<file path="src/pkg/burst_power_pkg.sv">
/*
 Constants for the converter burst power-up control block: register map,
 field layout, reset values, timing and states.
 Assumes a 25 MHz core clock and a classic Wishbone register bus.
*/
// Function
// RULE1 - Startup delay after wake is (power-up field plus one) times 400 ns.
// RULE2 - Burst disabled: power follows converter enable only, delay field unused.
// RULE3 - Burst and enable set: stay powered, convert at once on start.
// RULE4 - Burst set, enable clear: sleep after conversions, wait delay after start.
// RULE5 - Bit 7 reads zero; software must write zero there.
// RULE6 - Bits 6 to 4 read zero; writes to them ignored.
// RULE7 - Burst start launches repeat-count conversions; done flag after all.
// RULE8 - Starts in burst mode no faster than once per four clocks.
// RULE9 - Power-up wait is a down-counter ticking every 400 ns interval.
`default_nettype none
package burst_power_pkg;
	// ----------------------------------------------------------------
	// Register map
	// ----------------------------------------------------------------
	localparam logic [7:0] burst_power_up_register_idx = 8'hba;
	localparam logic [7:0] control_idx                 = 8'hbb;
	localparam logic [7:0] status_idx                  = 8'hbc;
	localparam logic [7:0] mask_idx                    = 8'hbd;
	localparam logic [7:0] burst_power_up_time_reset   = 8'h0f;
	localparam int         pwr_lsb   = 0;
	localparam int         pwr_msb   = 3;
	// Control bits
	localparam int         ctl_conv_en  = 0;
	localparam int         ctl_burst_en = 1;
	localparam int         ctl_rpt_lsb  = 2;
	localparam int         ctl_rpt_msb  = 4;
	// Status bits
	localparam int         st_done   = 0;
	localparam int         st_woke   = 1;
	localparam int         st_width  = 2;
	// ----------------------------------------------------------------
	// Timing
	// ----------------------------------------------------------------
	localparam int         clk_mhz        = 25;
	localparam int         tick_ns        = 400;
	localparam int         tick_cycles    = (tick_ns * clk_mhz) / 1000;
	localparam int         conv_cycles    = 4;
	typedef enum logic [1:0]
	{
		st_off   = 2'b00,
		st_idle  = 2'b01,
		st_wake  = 2'b10,
		st_conv  = 2'b11
	} power_state_e;
endpackage
`default_nettype wire

</file>
<file path="src/rtl/adc_burst_power_up_control.sv">
/*
 Power state and power-up delay sequencer for the converter burst mode,
 with Wishbone register slave and a level interrupt.
 Assumes start pulses are synchronous to core_clk; conv_start_pin is a pin.
*/
// Register access over Wishbone was left to the implementer.
`timescale 1ns/10ps
`default_nettype none
module adc_burst_power_up_control
(
	// Clock, reset, enable
	input  wire logic        core_clk,
	input  wire logic        resetn,
	input  wire logic        clk_en,
	// Wishbone slave
	input  wire logic        wb_cyc_i,
	input  wire logic        wb_stb_i,
	input  wire logic        wb_we_i,
	input  wire logic [7:0]  wb_adr_i,
	input  wire logic [7:0]  wb_dat_i,
	input  wire logic        wb_sel_i,
	output logic      [7:0]  wb_dat_o,
	output logic             wb_ack_o,
	// Convert start
	input  wire logic        conv_start,
	input  wire logic        conv_start_pin,
	// Converter
	output logic             analog_converter_power,
	output logic             analog_converter_track,
	output logic             conversion_done_flag,
	output logic             irq
);
	logic [7:0] burst_power_up_register;
	logic [4:0] control;
	logic [1:0] status;
	logic [1:0] mask;
	logic       pin_meta;
	logic       pin_sync;
	logic       pin_prev;
	logic       start;
	logic       access;
	logic       rd_status;
	logic [7:0] tick_cnt;
	logic [3:0] wake_cnt;
	logic [7:0] conv_cnt;
	logic [6:0] rpt_left;
	logic       done_evt;
	logic       woke_evt;
	burst_power_pkg::power_state_e state;

	wire conv_en  = control[burst_power_pkg::ctl_conv_en];
	wire burst_en = control[burst_power_pkg::ctl_burst_en];
	wire [2:0] rpt_code = control[burst_power_pkg::ctl_rpt_msb:burst_power_pkg::ctl_rpt_lsb];

	// Repeat code 0..5 selects 1, 4, 8, 16, 32, 64
	function automatic logic [6:0] repeat_count(input logic [2:0] code);
		unique case (code)
			3'h0: repeat_count = 7'h01;
			3'h1: repeat_count = 7'h04;
			3'h2: repeat_count = 7'h08;
			3'h3: repeat_count = 7'h10;
			3'h4: repeat_count = 7'h20;
			default: repeat_count = 7'h40;
		endcase
	endfunction

	// ----------------------------------------------------------------
	// Start sources
	// ----------------------------------------------------------------
	always_ff @(posedge core_clk)
	begin
		if (!resetn)
		begin
			pin_meta <= 1'b0;
			pin_sync <= 1'b0;
			pin_prev <= 1'b0;
		end
		else if (clk_en)
		begin
			pin_meta <= conv_start_pin;
			pin_sync <= pin_meta;
			pin_prev <= pin_sync;
		end
	end
	// Sources must space starts by four clocks; any start during wake or conversion is dropped
	assign start = conv_start | (pin_sync & ~pin_prev); // RULE8

	// ----------------------------------------------------------------
	// Register bus
	// ----------------------------------------------------------------
	assign access    = wb_cyc_i & wb_stb_i & ~wb_ack_o;
	assign rd_status = access & ~wb_we_i & (wb_adr_i == burst_power_pkg::status_idx);

	always_ff @(posedge core_clk)
	begin
		if (!resetn)
			wb_ack_o <= 1'b0;
		else if (clk_en)
			wb_ack_o <= access;
	end

	always_ff @(posedge core_clk)
	begin
		if (!resetn)
		begin
			burst_power_up_register <= burst_power_pkg::burst_power_up_time_reset;
			control                 <= 5'h00;
			mask                    <= 2'h0;
		end
		else if (clk_en && access && wb_we_i && wb_sel_i)
		begin
			unique case (wb_adr_i)
				burst_power_pkg::burst_power_up_register_idx:
					// Upper bits are not stored, so they read zero
					burst_power_up_register <= {4'h0, wb_dat_i[burst_power_pkg::pwr_msb:
						burst_power_pkg::pwr_lsb]}; // RULE5 RULE6
				burst_power_pkg::control_idx:
					control <= wb_dat_i[4:0];
				burst_power_pkg::mask_idx:
					mask <= wb_dat_i[1:0];
				default:
				begin
				end
			endcase
		end
	end

	always_ff @(posedge core_clk)
	begin
		if (!resetn)
			wb_dat_o <= 8'h00;
		else if (clk_en && access && !wb_we_i)
		begin
			unique case (wb_adr_i)
				burst_power_pkg::burst_power_up_register_idx:
					wb_dat_o <= burst_power_up_register;
				burst_power_pkg::control_idx:
					wb_dat_o <= {3'h0, control};
				burst_power_pkg::status_idx:
					wb_dat_o <= {4'h0, state, status};
				burst_power_pkg::mask_idx:
					wb_dat_o <= {6'h00, mask};
				default:
					wb_dat_o <= 8'h00;
			endcase
		end
	end

	// ----------------------------------------------------------------
	// Power sequencer
	// ----------------------------------------------------------------
	always_ff @(posedge core_clk)
	begin
		if (!resetn)
		begin
			state    <= burst_power_pkg::st_off;
			tick_cnt <= 8'h00;
			wake_cnt <= 4'h0;
			conv_cnt <= 8'h00;
			rpt_left <= 7'h00;
			done_evt <= 1'b0;
			woke_evt <= 1'b0;
		end
		else if (clk_en)
		begin
			done_evt <= 1'b0;
			woke_evt <= 1'b0;
			unique case (state)
				burst_power_pkg::st_off:
					// Enable set keeps the converter powered, burst or not
					if (conv_en)
						state <= burst_power_pkg::st_idle; // RULE2 RULE3
					else if (burst_en && start)
					begin
						// Sleeping in burst mode: wait the programmed power-up time
						state    <= burst_power_pkg::st_wake; // RULE4
						wake_cnt <= burst_power_up_register[3:0]; // RULE9
						tick_cnt <= 8'(burst_power_pkg::tick_cycles - 1);
						rpt_left <= repeat_count(rpt_code);
					end
				burst_power_pkg::st_idle:
					if (!conv_en)
						state <= burst_power_pkg::st_off; // RULE2
					else if (start)
					begin
						// Powered: convert at once, no power-up delay
						state    <= burst_power_pkg::st_conv; // RULE3
						conv_cnt <= 8'(burst_power_pkg::conv_cycles - 1);
						rpt_left <= burst_en ? repeat_count(rpt_code) : 7'h01;
					end
				burst_power_pkg::st_wake:
					// (field + 1) intervals of 400 ns
					if (tick_cnt != 8'h00)
						tick_cnt <= tick_cnt - 8'h01; // RULE1
					else if (wake_cnt != 4'h0)
					begin
						wake_cnt <= wake_cnt - 4'h1; // RULE9
						tick_cnt <= 8'(burst_power_pkg::tick_cycles - 1);
					end
					else
					begin
						state    <= burst_power_pkg::st_conv; // RULE1
						woke_evt <= 1'b1;
						conv_cnt <= 8'(burst_power_pkg::conv_cycles - 1);
					end
				burst_power_pkg::st_conv:
					if (conv_cnt != 8'h00)
						conv_cnt <= conv_cnt - 8'h01;
					else if (rpt_left > 7'h01)
					begin
						// Back-to-back conversions within one burst
						rpt_left <= rpt_left - 7'h01; // RULE7
						conv_cnt <= 8'(burst_power_pkg::conv_cycles - 1);
					end
					else
					begin
						done_evt <= 1'b1; // RULE7
						state    <= (conv_en || !burst_en) ? burst_power_pkg::st_idle
							: burst_power_pkg::st_off; // RULE3 RULE4
					end
			endcase
		end
	end

	assign analog_converter_power = (state != burst_power_pkg::st_off); // RULE2
	assign analog_converter_track = (state == burst_power_pkg::st_conv);

	// ----------------------------------------------------------------
	// Interrupts: read of status clears, a new event wins over the clear
	// ----------------------------------------------------------------
	always_ff @(posedge core_clk)
	begin
		if (!resetn)
			status <= 2'h0;
		else if (clk_en)
			status <= (rd_status ? 2'h0 : status) | {woke_evt, done_evt};
	end

	assign conversion_done_flag = status[burst_power_pkg::st_done];
	assign irq                  = |(status & mask);
endmodule // adc_burst_power_up_control
`default_nettype wire
</file>
<file path="config.mk">
export PLATFORM = sky130hd
export DESIGN_NAME = adc_burst_power_up_control
export DESIGN_NICKNAME = d
export VERILOG_FILES = /design/src/pkg/burst_power_pkg.sv /design/src/rtl/adc_burst_power_up_control.sv
export SDC_FILE = /design/constraint.sdc
export NUM_CORES = 1
export LEC_CHECK = 0
export BUFFER_PORTS_ARGS = -buffer_cell sky130_fd_sc_hd__buf_4
export CAP_MARGIN = 25
export CORE_MARGIN = 2
export CORE_UTILIZATION = 53
export CTS_CLUSTER_DIAMETER = 120
export DETAILED_ROUTE_END_ITERATION = 8
export GPL_TIMING_DRIVEN = 0
export PLACE_DENSITY = 0.81
export SYNTH_ARGS = -nofsm -noshare
export SYNTH_HDL_FRONTEND = slang
export SYNTH_SLANG_ARGS = --single-unit
</file>
<file path="constraint.sdc">
create_clock -name core_clk -period 6.2 [get_ports core_clk]
set_input_delay 1.24 -clock core_clk [delete_from_list [all_inputs] [get_ports core_clk]]
set_output_delay 1.24 -clock core_clk [all_outputs]
set_load 0.03 [all_outputs]
</file>
==> run_results.csv <==
group,metric,value,unit
die,dieHeight,80.4,microns
yosys,ys_ff_latch,53,
clock_network,clk_latency,0.31,ns
cells_and_area,final_cell_mix,"dfxtp_1, buf_4, nor2_1, a21oi_1, nand2_1",
clock_network,cts_buffer_depth,2,
placed_design,place_area,3430,sq um
cells_and_area,layout_commonest_cell,"dfxtp_1",
drt,wirelength,7.88,mm
power_and_ir_drop,power_frac_comb,6.8,%
setup_path,r2r_end,"conv_cnt[5]",
global_routing,grt_pass1_vias,2932,
drt,routedWlPerCell,16.4,microns
setup_path,cp_cell_sequence,"buf_4, and4b_1, nor4bb_1, nand2_1, a22oi_1, nor2_1",
yosys,yosys.area_share.xor_xnor,0.283,%
global_routing,grt_max_degree,16,
placed_design,gp_congestion,0.890,
cells_and_area,utilization,63.0,%
global_routing,overflow,0,
yosys,synth-adder-area-share,5.26,%
power_and_ir_drop,p_int,0.438,mW
worst_hold_path,hp-class,"flop to flop",
job,max_cap_violations,0,
global_routing,grt_pass1_wl,13.4,mm
power_and_ir_drop,p_per_area,163,nW/um^2
setup_path,critPathLaunchType,"input port",
power_and_ir_drop,p_switching,0.136,mW
cells_and_area,syn_to_final_growth,13.5,%
setup_path,critPathMaxStageDelay,0.73,ns
yosys,synth_warnings,0,
die,initial_core_util,55.5,%
sta,clock.fmax,376,MHz
clock_network,post_cts_resized,0,
setup_path,path_class,"input port to flop",
setup_path,startpoint,"wb_adr_i[6]",
yosys,syn-mean-instance-area,8.48,sq um
yosys,muxShareOfSynthArea,5.50,%
yosys,synth-seq-area-share,34.3,%
yosys,synthCells,365,
placed_design,place_hpwl,5.86,mm
sta,maxSlewViolCount,0,
setup_path,r2r_slack,3.68,ns
yosys,synth_compound_area_share,25.5,%
setup_path,cp_slowest_cell,"nor4bb_1",
drt,post-route-drc-count,0,
sta,worst_slew_pin_slew,0.886,ns
power_and_ir_drop,p_clk_share,33.6,%
clock_network,post_cts_buffers,0,
power_and_ir_drop,finalPower,0.574,mW
worst_hold_path,hp-start,"wb_dat_o[1]",
global_routing,grt.total_usage,25.9,%
sta,worst_hold_slack,0.457,ns
sta,rsz0062_at_grt,"false",
drt,vias,2996,
clock_network,ctsRootBufferMaster,"clkbuf_8",
sta,finalCritPeriodShare,42.9,%
setup_path,rr_worst_depth,8,
setup_path,worst-path-max-fanout,5,
sta,relSlewSlack,40.2,%
yosys,synth-simple-area-share,23.6,%
die,fp-row-count,27,
yosys,syn_area,3090,sq um
clock_network,cts.reportedPaths.clkPinSlew,0.10,ns
drt,drt_iter0_drc,144,
setup_path,path_depth,6,
sta,final-hold-violation-count,0,
die,die_area,6460,sq um
setup_path,r2r-start,"tick_cnt[0]",
yosys,ys.flop_type,"dfxtp_1",
power_and_ir_drop,leakage,1.30,nW
die,core,5570,sq um
setup_path,crit_family,"simple AND/OR/NAND/NOR gates",
sta,setup_violations,0,
setup_path,critPathCaptureType,"flop",
clock_network,cts_tree,"built",
clock_network,h-tree-depth,2,
sta,final.setup.tns,0,ns
run_status,status,"finished clean",
clock_network,cts_made_buffers,5,
cells_and_area,postLayoutCellArea,3510,sq um
drt,ant_nets,0,
setup_path,crit_required,6.39,ns
cells_and_area,drive_gt1_share,15.5,%
setup_path,cp.arrival,2.85,ns
sta,min_period,2.66,ns
cells_and_area,nets,444,
die,fp.dieW,80.4,microns
drt,drtPass1Iterations,5,
global_routing,antenna_found_initial,0,
yosys,synth_edf_count,0,
sta,skew,0.0115,ns
clock_network,cts_sinks,53,
yosys,ys_types,67,
setup_path,crit_end,"status[0]",
die,io_pins,38,
placed_design,io_buffers,31,
drt,via_per_inst,6.25,
power_and_ir_drop,p_sw_share,23.7,%
power_and_ir_drop,ir_drop,0.000104,V
cells_and_area,antenna_cells,0,
yosys,synth-async-reset-ratio,0,%
clock_network,cts-hold-fix-buffers,0,
yosys,synth_top_family_by_area,"compound AO/OA/AOI/OAI gates",
power_and_ir_drop,seq_power_share,59.6,%
setup_path,crit_buf_inv,1,
[cells in the mapped netlist, types with 2 or more instances]
| cell | instances | area share [%] |
|---|---|---|
| or2_2 | 3 | 0.61 |
| o41ai_1 | 3 | 0.85 |
| a31o_2 | 2 | 0.57 |
| and2_1 | 5 | 1.0 |
| a41oi_1 | 3 | 0.85 |
| mux2i_1 | 17 | 5.5 |
| a22oi_1 | 5 | 1.2 |
| or3_4 | 2 | 0.73 |
| nor4_2 | 2 | 0.81 |
| o32ai_1 | 4 | 1.1 |
| nand2_1 | 28 | 3.4 |
| a311oi_1 | 4 | 1.1 |
| ha_1 | 13 | 5.3 |
| and4b_1 | 2 | 0.65 |
| o31ai_1 | 3 | 0.73 |
| nor2_1 | 32 | 3.9 |
| nand2b_1 | 8 | 1.6 |
| clkbuf_1 | 12 | 1.5 |
| buf_6 | 2 | 0.73 |
| a21oi_1 | 31 | 5.0 |
| o2bb2ai_1 | 2 | 0.57 |
| inv_1 | 19 | 2.3 |
| o21ai_0 | 17 | 2.7 |
| o311ai_0 | 5 | 1.4 |
| nor3b_1 | 3 | 0.73 |
| o22ai_1 | 4 | 0.81 |
| nor3_1 | 7 | 1.1 |
| buf_4 | 3 | 0.73 |
| nor3_2 | 2 | 0.65 |
| nand3_1 | 2 | 0.32 |
| nor2b_1 | 5 | 1.0 |
| a211oi_2 | 2 | 0.81 |
| a31oi_1 | 7 | 1.4 |
| nand4_1 | 4 | 0.81 |
| a31o_1 | 4 | 1.1 |
| dfxtp_1 | 53 | 34 |
| o211ai_1 | 2 | 0.49 |
| or3b_2 | 2 | 0.57 |
| or3_1 | 12 | 2.4 |
| or4_1 | 2 | 0.49 |
[how the worst min path moves through the flow]
stage	to	slack (ns)	cells past startpoint
after global placement	wb_dat_o[1]	0.44	2
after CTS	wb_dat_o[1]	0.46	2
after global routing	wb_dat_o[1]	0.47	2
after floorplan	conv_cnt[7]	0.44	1
after detailed placement	wb_dat_o[1]	0.44	2
final	wb_dat_o[1]	0.46	2
[power groups by stage]
| stage | clock (mW) | sequential (mW) | combinational (mW) |
|---|---|---|---|
| final | 0.193 | 0.342 | 0.0390 |
| after global placement | 0 | 0.350 | 0.0374 |
| after CTS | 0.195 | 0.342 | 0.0386 |
| after floorplan | 0 | 0.350 | 0.0186 |
| after global routing | 0.206 | 0.342 | 0.0420 |
| after detailed placement | 0 | 0.350 | 0.0385 |
[layout make-up]
type | count | area (sq um)
inverters | 19 | 71.3
clock buffers | 7 | 76.3
flip-flops and latches | 53 | 1060
multi-input cells | 276 | 1870
repair buffers | 32 | 238
well taps | 72 | 90.1
clock inverters | 1 | 7.51
fillers | 501 | 2060
plain buffers | 19 | 98.8
[metal layers]
layer | track usage [%] | share of wire (%) | up-vias
met3 | 3.82 | 4.7 | 19
met1 | 32.9 | 44 | 1440
li1 | - | - | 1434
met4 | 10.7 | 1.9 | 0
met2 | 43.7 | 49 | 103
met5 | 0 | 0 | -
[through the flow]
| stage | setup slack [ns] | cells |
|---|---|---|
| after floorplan | 3.64 | 367 |
| after global placement | 3.14 | 470 |
| after detailed placement | 3.23 | 471 |
| after CTS | 3.55 | 479 |
| after global routing | 3.40 | 479 |
| final | 3.54 | 479 |
[registers in the layout (all words and copies together) (netlist names), 2 cells and up]
register                 flops
conv_cnt                     8
burst_power_up_register      4
status                       2
wb_dat_o                     5
control                      5
state                        2
wake_cnt                     4
rpt_left                     7
mask                         2
tick_cnt                     8
[cell families (layout without fill, tap and decap cells)]
logic type | count (synthesis) | in the layout
and+or+nand+nor | 129 | 129
buffers and inverters | 38 | 78
xor gates and xnor gates | 1 | 1
other | 1 | 3
adders and majority gates | 13 | 13
AOI/OAI and AO/OA | 113 | 113
muxes | 17 | 17
DFF | 53 | 53
[tightest hold or removal path: cells and delay by family, from the launching register on]
family / cells / cell delay, ns
flip-flops: 1 / 0.32
AND/OR/NAND/NOR: 1 / 0.05
AO/OA/AOI/OAI: 1 / 0.05
(Power assumes the default switching activity.)
